File: config.mk
export PLATFORM = sky130hd
export DESIGN_NAME = pmrc_top
export DESIGN_NICKNAME = d
export VERILOG_FILES = /design/src/pmrc_sync.v /design/src/pmrc_top.v
export VERILOG_INCLUDE_DIRS = /design/src
export SDC_FILE = /design/constraint.sdc
export NUM_CORES = 1
export LEC_CHECK = 0
export ABC_CLOCK_PERIOD_IN_PS = 2750
export BUFFER_PORTS_ARGS = -buffer_cell sky130_fd_sc_hd__buf_2
export CORE_UTILIZATION = 51
export DETAILED_ROUTE_END_ITERATION = 8
export MAX_ROUTING_LAYER = met4
export PLACE_DENSITY = 0.85
export SLEW_MARGIN = 25
export SYNTH_ARGS = -nofsm -noshare
export SYNTH_HDL_FRONTEND = slang
export SYNTH_SLANG_ARGS = --single-unit
File: constraint.sdc
create_clock -name clk_in -period 2.75 [get_ports clk_in]
set_clock_uncertainty 0.2 [all_clocks]
set_input_delay 0.1375 -clock clk_in [delete_from_list [all_inputs] [get_ports clk_in]]
set_output_delay 0.1375 -clock clk_in [all_outputs]
set_load 0.03 [all_outputs]
File: src/pmrc_defs.vh
`ifndef PMRC_DEFS_VH
`define PMRC_DEFS_VH

// register offsets
`define PMRC_ADDR_SOFT_RESET     8'h16
`define PMRC_ADDR_GENERAL_CONFIG 8'h17
`define PMRC_ADDR_TOP_INT_FLAGS  8'h18
`define PMRC_ADDR_CORE01_SOURCE  8'h19
`define PMRC_ADDR_CORE23_SOURCE  8'h1a
`define PMRC_ADDR_LIVE_STATUS    8'h1b

// soft_reset_control fields
`define PMRC_BIT_SOFT_RESET_CMD  0

// general_config fields and reset value
`define PMRC_BIT_SPREAD_ON       0
`define PMRC_BIT_ENABLE_ONE_PULLDOWN_SEL          1
`define PMRC_BIT_ENABLE_TWO_PULLDOWN_SEL          2
`define PMRC_BIT_WARN_SEL        3
`define PMRC_CONFIG_RESET        4'h6

// top_interrupt_flags fields
`define PMRC_BIT_LOAD_DONE       0
`define PMRC_BIT_RESET_FLAG      1
`define PMRC_BIT_WARN_FLAG       2
`define PMRC_BIT_SD_FLAG         3
`define PMRC_BIT_CORE0_PENDING   4

// per-core source layout inside a source register (ilim, sc, pg)
`define PMRC_BIT_SRC_ILIM        0
`define PMRC_BIT_SRC_SC          1
`define PMRC_BIT_SRC_PG          2
`define PMRC_SRC_UPPER_LSB       4

// live status fields
`define PMRC_BIT_WARN_LIVE       2
`define PMRC_BIT_SD_LIVE         3

// timing
`define PMRC_CLK_PERIOD_NS       8
`define PMRC_STARTUP_NS          2000

`endif

File: src/pmrc_sync.v
// two-stage synchroniser for asynchronous pin levels
module pmrc_sync #(
    parameter WIDTH = 1
) (
    // clock and reset
    input  wire             clk_in,
    input  wire             resetn_in,
    // async levels in, synchronised levels out
    input  wire [WIDTH-1:0] async_in,
    output reg  [WIDTH-1:0] sync_out
);
    // first stage may go metastable; only the second stage leaves here
    reg [WIDTH-1:0] meta;
    always @(posedge clk_in or negedge resetn_in) begin
        if (!resetn_in) begin
            meta     <= {WIDTH{1'b0}};
            sync_out <= {WIDTH{1'b0}};
        end else begin
            meta     <= async_in;
            sync_out <= meta;
        end
    end
endmodule // pmrc_sync

File: src/pmrc_top.v
// What this block does
// - soft reset restores defaults, reloads, resets interface
// - soft reset command bit clears itself
// - warning threshold select: 0=125C, 1=105C
// - two enable-pin pulldown selects, reset to 1
// - spread-spectrum enable bit, reset 0
// - core summary bits follow core source registers
// - shutdown temperature latches flag, disables cores
// - shutdown flag set blocks every core enable
// - warning temperature latches flag until software clears
// - reset flag on startup, undervoltage or soft reset
// - reset event: cores off, defaults, startup, then flag
// - load measurement done latches its flag
// - latched top flags clear by writing 1 or on a reset event, which reloads the sd flag from live shutdown
// - per-core pg, sc, ilim flags, write-1-clear
// - live shutdown and warning temperature status bits
`include "pmrc_defs.vh"

module pmrc_top #(
    parameter NCORE = 4
) (
    // clock and reset
    input  wire             clk_in,
    input  wire             resetn_in,
    // register port from the serial host interface (same clock)
    input  wire [7:0]       reg_addr_in,
    input  wire [7:0]       reg_wdata_in,
    input  wire             reg_wr_in,
    input  wire             reg_rd_in,
    output reg  [7:0]       reg_rdata_out,
    output reg              host_if_reset_out,
    // asynchronous pins and analog comparators
    input  wire             hardware_reset_pin_in,
    input  wire             analog_supply_uv_in,
    input  wire             temp_over_sd_in,
    input  wire             temp_over_125_in,
    input  wire             temp_over_105_in,
    // same-clock events and requests
    input  wire [NCORE-1:0] core_en_req_in,
    input  wire [NCORE-1:0] core_pg_event_in,
    input  wire [NCORE-1:0] core_sc_event_in,
    input  wire [NCORE-1:0] core_ilim_event_in,
    input  wire             load_meas_done_in,
    // controls to the analog side
    output reg  [NCORE-1:0] core_enable_out,
    output reg              otp_reload_out,
    output reg              enable_one_pulldown_sel_out,
    output reg              enable_two_pulldown_sel_out,
    output reg              spread_spectrum_on_out,
    output reg              overtemp_warning_live_out,
    output reg              overtemp_shutdown_live_out
);
    localparam STARTUP_CYC = (`PMRC_STARTUP_NS + `PMRC_CLK_PERIOD_NS - 1)
                             / `PMRC_CLK_PERIOD_NS;
    // one-hot sequencer states
    localparam [2:0] ST_HOLD = 3'h1;
    localparam [2:0] ST_BOOT = 3'h2;
    localparam [2:0] ST_RUN  = 3'h4;

    // any-bit-set decode, used for every core summary
    function any_set;
        input [2:0] v;
        begin
            any_set = |v;
        end
    endfunction

    // reset release through two flops
    reg        rst_meta;
    reg        rst_n;
    always @(posedge clk_in or negedge resetn_in) begin
        if (!resetn_in) begin
            rst_meta <= 1'b0;
            rst_n    <= 1'b0;
        end else begin
            rst_meta <= 1'b1;
            rst_n    <= rst_meta;
        end
    end

    // pins synchronised before use
    wire [4:0] pin_s;
    pmrc_sync #(.WIDTH(5)) u_sync (
        .clk_in    (clk_in),
        .resetn_in (rst_n),
        .async_in  ({temp_over_105_in, temp_over_125_in, temp_over_sd_in,
                     analog_supply_uv_in, hardware_reset_pin_in}),
        .sync_out  (pin_s)
    );
    wire hardware_reset_pin_s = pin_s[0];
    wire uv_s   = pin_s[1];
    wire sd_s   = pin_s[2];

    reg  [3:0]         config_q;
    reg  [3:0]         flags_q;
    wire [3*NCORE-1:0] src_q;
    reg  [2:0]         state;
    reg  [15:0]        boot_cnt;

    wire wr_reset  = reg_wr_in && reg_addr_in == `PMRC_ADDR_SOFT_RESET;
    wire wr_config = reg_wr_in && reg_addr_in == `PMRC_ADDR_GENERAL_CONFIG;
    wire wr_flags  = reg_wr_in && reg_addr_in == `PMRC_ADDR_TOP_INT_FLAGS;
    wire soft_rst  = wr_reset && reg_wdata_in[`PMRC_BIT_SOFT_RESET_CMD];
    wire rst_event = soft_rst | ~hardware_reset_pin_s | uv_s;
    wire warn_s    = config_q[`PMRC_BIT_WARN_SEL] ? pin_s[4] : pin_s[3];
    wire [7:0] clr = wr_flags ? reg_wdata_in : 8'h00;
    // last start-up cycle: leave boot and raise the reset flag
    wire boot_done = state == ST_BOOT &&
                     boot_cnt == STARTUP_CYC[15:0] - 16'h0001;
    // set sources of the latched flags, in register bit order
    wire [3:0] flag_set = {sd_s,
                           warn_s,
                           boot_done,
                           load_meas_done_in};

    // reset sequencer: hold while a cause lasts, then boot, then run
    always @(posedge clk_in or negedge rst_n) begin
        if (!rst_n) begin
            state    <= ST_HOLD;
            boot_cnt <= 16'h0000;
        end else begin
            case (state)
                ST_HOLD: begin
                    boot_cnt <= 16'h0000;
                    if (hardware_reset_pin_s && !uv_s) begin
                        state <= ST_BOOT;
                    end
                end
                ST_BOOT: begin
                    boot_cnt <= boot_cnt + 16'h0001;
                    if (rst_event) begin
                        state <= ST_HOLD;
                    end else if (boot_done) begin
                        state <= ST_RUN;
                    end
                end
                ST_RUN: begin
                    if (rst_event) begin
                        state <= ST_HOLD;
                    end
                end
                default: state <= ST_HOLD;
            endcase
        end
    end

    // one-shot outputs: otp reload and interface reset on soft reset
    always @(posedge clk_in or negedge rst_n) begin
        if (!rst_n) begin
            otp_reload_out    <= 1'b1;
            host_if_reset_out <= 1'b1;
        end else begin
            otp_reload_out    <= (state == ST_HOLD) && hardware_reset_pin_s &&
                                 !uv_s;
            host_if_reset_out <= soft_rst;
        end
    end

    // configuration; the command bit is never stored so it reads 0
    always @(posedge clk_in or negedge rst_n) begin
        if (!rst_n) begin
            config_q <= `PMRC_CONFIG_RESET;
        end else if (rst_event) begin
            config_q <= `PMRC_CONFIG_RESET;
        end else if (wr_config) begin
            config_q <= reg_wdata_in[3:0];
        end
    end

    // latched top flags: set wins over a write-1 clear
    always @(posedge clk_in or negedge rst_n) begin
        if (!rst_n) begin
            flags_q <= 4'h0;
        end else if (rst_event) begin
            flags_q <= {sd_s, 3'b000};
        end else begin
            // a 0 in the write data keeps the flag as it is
            flags_q <= flag_set | (flags_q & ~clr[3:0]);
        end
    end

    // per-core source flags, two cores per register
    genvar g;
    generate
        for (g = 0; g < NCORE; g = g + 1) begin : g_core
            wire       sel  = reg_wr_in && reg_addr_in ==
                              (g < 2 ? `PMRC_ADDR_CORE01_SOURCE
                                     : `PMRC_ADDR_CORE23_SOURCE);
            wire [2:0] wclr = sel ? reg_wdata_in[(g%2)*4 +: 3] : 3'b000;
            wire [2:0] set  = {core_pg_event_in[g], core_sc_event_in[g],
                               core_ilim_event_in[g]};
            // own register per core so each bit has a single driver
            reg  [2:0] src;
            always @(posedge clk_in or negedge rst_n) begin
                if (!rst_n) begin
                    src <= 3'b000;
                end else if (rst_event) begin
                    src <= 3'b000;
                end else begin
                    src <= set | (src & ~wclr);
                end
            end
            assign src_q[3*g +: 3] = src;
        end
    endgenerate

    // summary bits are decoded live from the source flags
    wire [NCORE-1:0] pending;
    generate
        for (g = 0; g < NCORE; g = g + 1) begin : g_sum
            assign pending[g] = any_set(src_q[3*g +: 3]);
        end
    endgenerate

    // converter enables and pin-facing controls
    always @(posedge clk_in or negedge rst_n) begin
        if (!rst_n) begin
            core_enable_out             <= {NCORE{1'b0}};
            enable_one_pulldown_sel_out <= 1'b1;
            enable_two_pulldown_sel_out <= 1'b1;
            spread_spectrum_on_out      <= 1'b0;
            overtemp_warning_live_out   <= 1'b0;
            overtemp_shutdown_live_out  <= 1'b0;
        end else begin
            // sd_s also gates so shutdown acts in the same cycle as latching
            if (state != ST_RUN || rst_event || sd_s ||
                flags_q[`PMRC_BIT_SD_FLAG]) begin
                core_enable_out <= {NCORE{1'b0}};
            end else begin
                core_enable_out <= core_en_req_in;
            end
            enable_one_pulldown_sel_out <=
                config_q[`PMRC_BIT_ENABLE_ONE_PULLDOWN_SEL];
            enable_two_pulldown_sel_out <=
                config_q[`PMRC_BIT_ENABLE_TWO_PULLDOWN_SEL];
            spread_spectrum_on_out      <=
                config_q[`PMRC_BIT_SPREAD_ON];
            overtemp_warning_live_out   <= warn_s;
            overtemp_shutdown_live_out  <= sd_s;
        end
    end

    // read data, one cycle after the read strobe; unmapped reads 0
    always @(posedge clk_in or negedge rst_n) begin
        if (!rst_n) begin
            reg_rdata_out <= 8'h00;
        end else if (reg_rd_in) begin
            case (reg_addr_in)
                `PMRC_ADDR_SOFT_RESET:     reg_rdata_out <= 8'h00;
                `PMRC_ADDR_GENERAL_CONFIG: reg_rdata_out <= {4'h0, config_q};
                `PMRC_ADDR_TOP_INT_FLAGS:  reg_rdata_out <= {pending, flags_q};
                `PMRC_ADDR_CORE01_SOURCE:
                    reg_rdata_out <= {1'b0, src_q[5:3], 1'b0, src_q[2:0]};
                `PMRC_ADDR_CORE23_SOURCE:
                    reg_rdata_out <= {1'b0, src_q[11:9], 1'b0, src_q[8:6]};
                `PMRC_ADDR_LIVE_STATUS:
                    reg_rdata_out <= {4'h0, sd_s, warn_s, 2'b00};
                default:                   reg_rdata_out <= 8'h00;
            endcase
        end
    end
endmodule // pmrc_top

==> results of run 1 <==
cells by family (layout without fill, tap and decap cells):
family / count (synthesis) / after routing / share of synthesized area [%]
fa+ha+maj: 2 / 2 / 0.809
buf+inv: 34 / 143 / 4.37
flops: 70 / 70 / 56.9
simple gates: 96 / 96 / 18.0
compound gates: 78 / 78 / 15.9
other cells: 1 / 1 / 0.121
mux: 12 / 12 / 3.88
registers in the layout, indices dropped and copies added, names as in the netlist:
name / cells
u_sync.sync_out: 5
enable_two_pulldown_sel_out: 1
rst_meta: 1
state: 3
otp_reload_out: 1
rst_n: 1
host_if_reset_out: 1
overtemp_warning_live_out: 1
core_enable_out: 4
reg_rdata_out: 8
flags_q: 4
g_core.src: 12
u_sync.meta: 5
config_q: 4
overtemp_shutdown_live_out: 1
enable_one_pulldown_sel_out: 1
boot_cnt: 16
spread_spectrum_on_out: 1
area by class of cell:
type | count | area (sq um)
fill | 384 | 1780
sequential | 70 | 1760
multi-input combinational | 189 | 1210
timing repair buffer | 102 | 728
clock buffer | 9 | 124
clock inverter | 7 | 97.6
inverter | 25 | 93.8
tap | 75 | 93.8
worst paths after layout:
kind,cells after the start,to,from
worst max-delay path,7,flags_q[3]$_DFF_PN0_,reg_addr_in[6]
worst min-delay path,3,flags_q[3]$_DFF_PN0_,reg_wr_in
worst max register to register,5,g_core[1].src[0]$_DFF_PN0_,u_sync.sync_out[1]$_DFF_PN0_
worst min register to register,0,g_core[0].src[0]$_DFF_PN0_,rst_n$_DFF_PN0_
max in group asynchronous,1,host_if_reset_out$_DFF_PN1_,rst_n$_DFF_PN0_
min in group asynchronous,0,g_core[0].src[0]$_DFF_PN0_,rst_n$_DFF_PN0_
timing repair:
item | CTS | global route
buffers inserted | 0 | 0
resized for setup | 0 | 2
setup endpoints to repair | 0 | 4
hold buffers | 39 | 0
endpoints found under the hold margin | 37 | 0
power breakdown:
part | internal (W) | switching [W]
sequential | 0.00105 | 0.0000234
combinational | 0.0000910 | 0.000101
clock | 0.000513 | 0.000414
routing by layer:
metal / GRT usage [%] / vias to the layer above
met5: - / -
li1: - / 1258
met1: 32.0 / 1295
met3: 7.31 / 30
met4: 11.8 / 0
met2: 41.6 / 141
placed cells by master (no fill, tap or decap), types with 2 or more instances in the layout:
| cell type | Yosys | layout |
|---|---|---|
| and3_1 | 4 | 4 |
| bufinv_16 | 0 | 2 |
| a31o_2 | 2 | 2 |
| o22a_1 | 2 | 2 |
| a21oi_1 | 22 | 22 |
| buf_4 | 0 | 3 |
| o21ai_0 | 28 | 28 |
| inv_1 | 25 | 25 |
| and2_1 | 6 | 6 |
| ha_1 | 2 | 2 |
| o211ai_1 | 2 | 2 |
| o22ai_1 | 6 | 6 |
| dfrtp_1 | 63 | 62 |
| nand3_1 | 14 | 14 |
| dlygate4sd3_1 | 0 | 39 |
| nor2_1 | 11 | 11 |
| nand4_1 | 5 | 5 |
| nand4b_1 | 2 | 2 |
| nand2b_1 | 2 | 2 |
| clkinvlp_4 | 0 | 2 |
| mux2i_1 | 12 | 12 |
| nor3_1 | 4 | 4 |
| dfstp_2 | 7 | 7 |
| o31ai_1 | 3 | 3 |
| nor2b_1 | 7 | 6 |
| nor3b_1 | 2 | 2 |
| buf_2 | 0 | 59 |
| and4_1 | 4 | 4 |
| a32oi_1 | 4 | 4 |
| clkbuf_8 | 0 | 9 |
| nor4_1 | 2 | 2 |
| nand2_1 | 23 | 23 |
| or3b_2 | 2 | 2 |
worst register-to-register path, stage by stage (launching register included):
cell and delay, ns:
dfrtp_1 0.38, nor2b_1 0.25, o41ai_4 0.14, buf_4 0.22, a21oi_1 0.15, dlygate4sd3_1 0.58
stage by stage:
stage          setup WS, ns  hold slack [ns]  std cells  cell area, sq um
2_1_floorplan         0.469           -0.358        293              3090
5_1_grt              0.0371           0.0325        477              4110
6_report              0.121           0.0323        477              4110
3_5_place_dp          0.828           -0.269        422              3490
3_3_place_gp          0.835           -0.270        422              3490
4_1_cts               0.133           0.0159        477              4100
==> results.tsv, run 1 <==
metric	value	unit
status	finished clean	
timing_worst_setup_path_type	in2reg	
crit_slowest_cell	dlygate4sd3_1	
cts_tree	yes	
grt_usage	26.5	%
ant_nets	0	
num_vias	2724	
synth_top_area_share	51.0	%
post-route-period-util	95.6	%
top_layer	met4	
drv_slew	0	
yosys.area.top_type	dfrtp_1	
grt_overflow_total	0	
hold_class	in2reg	
grt_max_degree	40	
clock.fmax	380	MHz
viasPerCell	5.71	
synth_cell_type_count	47	
hpwl	4.72	mm
critPathArrivalTime	2.68	ns
fin_crit	2.63	ns
fin_tns_setup	0	ns
setup_viol	0	
num_rows	28	
met2WireLength	3.68	mm
synth_commonest_cells	dfrtp_1, o21ai_0, inv_1, nand2_1, a21oi_1	
drtIter0Drc	261	
die_h	79.9	um
dr.pass1.iters	5	
cts_buffer_depth	2	
drive_gt1_share	24.9	%
die_w	79.9	um
ios	61	
diodes	0	
core-area	0.00589	sq mm
crit_family	buffers and inverters	
synth_edf_count	0	
totalPowerFinal	0.00220	W
synth_cells	293	
grt_pass1_wl	12.4	mm
synth_nets	337	
cellLeakagePower	1.95	nW
crit_path_start_kind	input port	
seq_area_frac_synth	56.9	%
synth_area_leaders	dfrtp_1, dfstp_2, o21ai_0	
netlist_area	0.00309	sq mm
tightest_slew	0.680	ns
synthArstFlopShare	100	%
wirelength_met1	3.11	mm
peakVddDrop	411	uV
cp_common_cell	dlygate4sd3_1	
antenna_found_initial	0	
relSlewSlack	54.7	%
met3_wirelength	534	um
cap_violations	0	
cts-root-buf	clkbuf_8	
die_area	0.00638	sq mm
fin_nets	441	
cts_sinks	70	
ys_seq_elements	70	
avgSynthCellArea	10.6	sq um
worstPathCellList	dlygate4sd3_1 -> buf_2 -> or4b_4 -> dlygate4sd3_1 -> nor4_4 -> nor2_1 -> a31o_2	
clk_pin_slew	0.08	ns
gp_congestion	0.875	
final-hold-violation-count	0	
rsz0062_at_grt	no	
drt_wl_total	7.58	mm
critPathBufInv	3	
io_buffers	59	
postLayoutCoreUtil	69.8	%
synth_flop_cell	dfrtp_1	
synth_most_common_cell	dfrtp_1	
start_util	52.6	%
critical_path.max_fanout	4	
area_growth	32.8	%
reg2reg_slack	0.75	ns
cpPeakStageDelay	0.63	ns
pwr_density_cell	535	mW/mm^2
worstSkewPairLatency	0.35	ns
critPathRequiredTime	2.80	ns
drc	0	
wl_per_cell	15.9	um
worstSetupEndpointType	flip-flop	
grt_pass1_vias	2654	
synth_warnings	0	
htreeDepth	3	
cts_buffers	9	
(Power assumes the default switching activity.)
==> run 2, diff against run 1 <==
--- a/config.mk
+++ b/config.mk
@@ -8,6 +8,7 @@
 export LEC_CHECK = 0
 export ABC_CLOCK_PERIOD_IN_PS = 2750
 export BUFFER_PORTS_ARGS = -buffer_cell sky130_fd_sc_hd__buf_2
+export CORE_MARGIN = 2
 export CORE_UTILIZATION = 51
 export DETAILED_ROUTE_END_ITERATION = 8
 export MAX_ROUTING_LAYER = met4
==> results.tsv, run 2 (synthesis results as in run 1) <==
metric	value	unit
largest_registers	boot_cnt (16), g_core.src (12), reg_rdata_out (8)	
critical_path.max_fanout	4	
hpwl	4.89	mm
worstSkewPairLatency	0.35	ns
area_growth	31.9	%
setup_ws	0.0385	ns
largest_reg_flops	16	
ios	61	
cts_buffers	9	
final-hold-violation-count	0	
clk_pin_slew	0.08	ns
tightest_slew	0.718	ns
stdcell_count	474	
ant_nets	0	
gp_congestion	0.894	
cellLeakagePower	1.94	nW
fin_crit	2.71	ns
drtIter0Drc	247	
die_w	81.9	um
totalPowerFinal	0.00222	W
timing_worst_setup_path_type	in2reg	
drv_slew	0	
crit_slowest_cell	dlygate4sd3_1	
cts_sinks	70	
cts-root-buf	clkbuf_8	
wl_per_cell	17.0	um
layout_common_cells	dfrtp_1, buf_2, dlygate4sd3_1	
htreeDepth	3	
worstSetupEndpointType	flip-flop	
drive_gt1_share	24.8	%
layout_commonest_cell	dfrtp_1	
io_buffers	59	
grt_max_degree	38	
viasPerCell	5.95	
worstPathCellList	dlygate4sd3_1 -> buf_2 -> or4b_4 -> dlygate4sd3_1 -> nor4_4 -> nor2_1 -> a31o_2	
fin_tns_setup	0	ns
cts_buffer_depth	2	
clock.fmax	369	MHz
cp_common_cell	dlygate4sd3_1	
grt_overflow_total	0	
num_rows	28	
placed_cells	422	
rsz0062_at_grt	no	
num_vias	2820	
pwr_density_cell	544	mW/mm^2
antenna_found_initial	0	
diodes	0	
hold_class	in2reg	
top_register	boot_cnt	
relSlewSlack	52.0	%
critPathArrivalTime	2.76	ns
core-area	0.00589	sq mm
cts_tree	yes	
critPathRequiredTime	2.79	ns
drc	0	
pre_cts_ws	0.795	ns
status	finished clean	
die_area	0.00671	sq mm
start_util	52.6	%
die_h	81.9	um
grt_pass1_vias	2782	
peakVddDrop	337	uV
final_cell_area	0.00408	sq mm
dpl_cell_area	0.00349	sq mm
drt_wl_total	8.05	mm
grt_usage	26.6	%
grt_pass1_wl	12.9	mm
crit_path_start_kind	input port	
critPathBufInv	3	
post-route-period-util	98.6	%
crit_family	buffers and inverters	
cap_violations	0	
setup_viol	0	
fin_nets	438	
cpPeakStageDelay	0.63	ns
dr.pass1.iters	8	
-- run 2: timing repair --
action                                  in CTS  in global routing
endpoints found under the setup margin       0                  2
hold buffers                                36                  0
gates resized for setup                      0                  1
endpoints found under the hold margin       37                  0
setup buffers                                0                  0
-- run 2: worst paths after layout --
kind | depth (start not counted) | from | endpoint | slack, ns
setup / recovery | 7 | reg_addr_in[6] | flags_q[3]$_DFF_PN0_ | 0.04
hold / removal | 3 | reg_wr_in | flags_q[3]$_DFF_PN0_ | 0.03
setup reg to reg | 5 | u_sync.sync_out[1]$_DFF_PN0_ | g_core[1].src[2]$_DFF_PN0_ | 0.72
hold reg to reg | 0 | rst_n$_DFF_PN0_ | boot_cnt[13]$_DFFE_PN0N_ | 0.12
max in group asynchronous | 1 | rst_n$_DFF_PN0_ | enable_one_pulldown_sel_out$_DFF_PN1_ | 1.53
min in group asynchronous | 0 | rst_n$_DFF_PN0_ | boot_cnt[13]$_DFFE_PN0N_ | 0.12
-- run 2: report_power, final --
group	internal [W]	switching, W	total [W]
Sequential	0.00105	0.0000247	0.00108
Combinational	0.0000885	0.000104	0.000193
Clock	0.000523	0.000423	0.000946
-- run 2: layer usage --
metal	global-route usage, %	part of all wire, %
met1	28.7	37
met2	42.4	50
met4	20.2	5.1
met3	6.48	8.2
met5	-	0
-- run 2: layout make-up --
class / count / area, sq um
sequential: 70 / 1760
fill: 410 / 1800
multi-input combinational: 189 / 1210
clock inverter: 7 / 103
tap: 75 / 93.8
inverter: 25 / 93.8
timing repair buffer: 99 / 698
clock buffer: 9 / 124
-- run 2: worst register-to-register path: stages (launching register included) --
cell	delay, ns
dfrtp_1	0.38
nor2b_1	0.25
o41ai_4	0.15
buf_4	0.22
a21oi_1	0.19
dlygate4sd3_1	0.57
-- run 2: metrics by stage --
stage / hold WS (ns) / utilization, %
after detailed placement: -0.275 / 59.2
after global placement: -0.275 / 59.2
final: 0.0325 / 69.3
after floorplan: -0.358 / -
after CTS: 0.0120 / 69.2
after global routing: 0.0583 / 69.3
==> run 3, diff against run 2 <==
--- a/config.mk
+++ b/config.mk
@@ -11,6 +11,7 @@
 export CORE_MARGIN = 2
 export CORE_UTILIZATION = 51
 export DETAILED_ROUTE_END_ITERATION = 8
+export GPL_TIMING_DRIVEN = 0
 export MAX_ROUTING_LAYER = met4
 export PLACE_DENSITY = 0.85
 export SLEW_MARGIN = 25
==> results.tsv, run 3 (synthesis results as in run 1) <==
metric	value	unit
status	finished clean	
largest_registers	boot_cnt (16), g_core.src (12), reg_rdata_out (8)	
cts_tree	yes	
wl_per_cell	16.4	um
crit_path_start_kind	input port	
die_h	81.9	um
reg2reg_depth	4	
critPathArrivalTime	2.55	ns
htreeDepth	3	
placed_cells	425	
ios	61	
fin_nets	442	
gp_congestion	0.900	
cap_violations	0	
final-seq-area	0.00176	sq mm
cts-root-buf	clkbuf_8	
reg2reg_slack	0.73	ns
grt_overflow_total	0	
grt_pass1_vias	2627	
clock.fmax	395	MHz
internal_power	0.00157	W
final-hold-violation-count	0	
worstSkewPairLatency	0.34	ns
peakVddDrop	331	uV
rsz0062_at_grt	no	
core-area	0.00589	sq mm
start_util	52.6	%
whs	0.00762	ns
grt_usage	25.7	%
worstSetupEndpointType	flip-flop	
critical_path.max_fanout	10	
clockPowerShare	39.7	%
critPathBufInv	2	
setup_viol	0	
drt_wl_total	7.88	mm
clk_pin_slew	0.09	ns
pwr_density_cell	519	mW/mm^2
crit_family	simple AND/OR/NAND/NOR gates	
tightest_slew	0.964	ns
critPathRequiredTime	2.77	ns
grt_max_degree	52	
multi_input_area	0.00120	sq mm
cts_buffer_depth	2	
relSlewSlack	35.5	%
p_sw_share	25.8	%
timing_worst_setup_path_type	in2reg	
hpwl	4.90	mm
num_rows	28	
num_vias	2729	
area_growth	31.5	%
cts_buffers	9	
r2r-start	state[2]$_DFFE_PN0P_	
viasPerCell	5.70	
pwr-share-comb	9.3	%
top_register	boot_cnt	
stdcell_count	479	
dr.pass1.iters	5	
drive_gt1_share	23.3	%
r2r-end	state[1]$_DFFE_PN0P_	
drv_slew	0	
fin_crit	2.53	ns
cts_sinks	70	
fillers	416	
drc	0	
ant_nets	0	
cts_resized	0	
cellLeakagePower	1.93	nW
setup.worst_path.start	reg_addr_in[5]	
layout_commonest_cell	dfrtp_1	
worstPathCellList	buf_2 -> nor4b_2 -> nand4b_1 -> o21ai_0 -> a21oi_1 -> dlygate4sd3_1	
grt_pass1_wl	12.5	mm
pre_cts_ws	0.561	ns
setup_ws	0.220	ns
hold_class	reg2async	
switchingPower	0.000544	W
layout_common_cells	dfrtp_1, buf_2, dlygate4sd3_1	
largest_reg_flops	16	
cpPeakStageDelay	0.84	ns
pwr-share-seq	51.0	%
die_area	0.00671	sq mm
io_buffers	56	
die_w	81.9	um
post-route-period-util	92.0	%
crit_slowest_cell	nor4b_2	
drtIter0Drc	207	
antenna_found_initial	0	
[run 3: cell count changes in the layout (fill, tap and decap cells not counted), moves of 2 or more]
cell	change
clkbuf_1	+7
buf_2	-3
buf_4	-3
inv_6	-3
clkinv_2	+2
clkinv_4	+2
[run 3: worst max path at each step]
stage | endpoint | cells past startpoint
floorplan | boot_cnt[0]$_DFFE_PN0N_ | 0
global placement | overtemp_shutdown_live_out$_DFF_PN0_ | 0
detailed placement | g_core[3].src[2]$_DFF_PN0_ | 5
CTS | g_core[1].src[1]$_DFF_PN0_ | 7
global route | g_core[3].src[0]$_DFF_PN0_ | 6
finish | g_core[3].src[0]$_DFF_PN0_ | 6
[run 3: per-layer routing]
layer / GRT usage [%] / routed length [um] / vias up
li1: - / - / 1265
met1: 31.0 / 3260 / 1298
met2: 41.3 / 3830 / 131
met3: 4.84 / 494 / 35
met4: 13.2 / 288 / 0
met5: - / 0 / -
[run 3: area by class of cell]
class | instances | area share, %
Antenna cell | 1 | 0.0615
Buffer | 9 | 1.01
Clock buffer | 9 | 3.04
Clock inverter | 7 | 1.81
Inverter | 25 | 2.31
Multi-Input combinational cell | 189 | 29.4
Sequential cell | 70 | 43.3
Tap cell | 75 | 2.31
Timing Repair Buffer | 94 | 16.7
[run 3: timing repair]
item,CTS,global route
hold buffers,37,0
endpoints found under the hold margin,31,0
buffers inserted,0,0
[run 3: worst reg2reg max path: stages, from the launching register on]
cell     delay (ns)
dfrtp_1        0.43
nor3b_2        0.53
and3_1         0.28
nand4_1        0.19
a31o_2         0.29
[run 3: through the flow]
step / cell area [sq um] / power (W) / setup TNS, ns / utilization, %
2_1_floorplan: 3090 / 0.00118 / 0 / -
3_3_place_gp: 3470 / 0.00124 / -12.34 / 58.9
3_5_place_dp: 3500 / 0.00125 / 0 / 59.5
4_1_cts: 4070 / 0.00210 / 0 / 69.1
5_1_grt: 4070 / 0.00218 / 0 / 69.1
6_report: 4070 / 0.00211 / 0 / 69.2
[run 3: power by group through the flow]
stage | logic [W] | clock network [W] | registers (W)
final | 0.000196 | 0.000838 | 0.00108
after global routing | 0.000213 | 0.000883 | 0.00108
after CTS | 0.000188 | 0.000836 | 0.00108
after detailed placement | 0.000150 | 0 | 0.00110
after global placement | 0.000129 | 0 | 0.00111
after floorplan | 0.0000728 | 0 | 0.00110
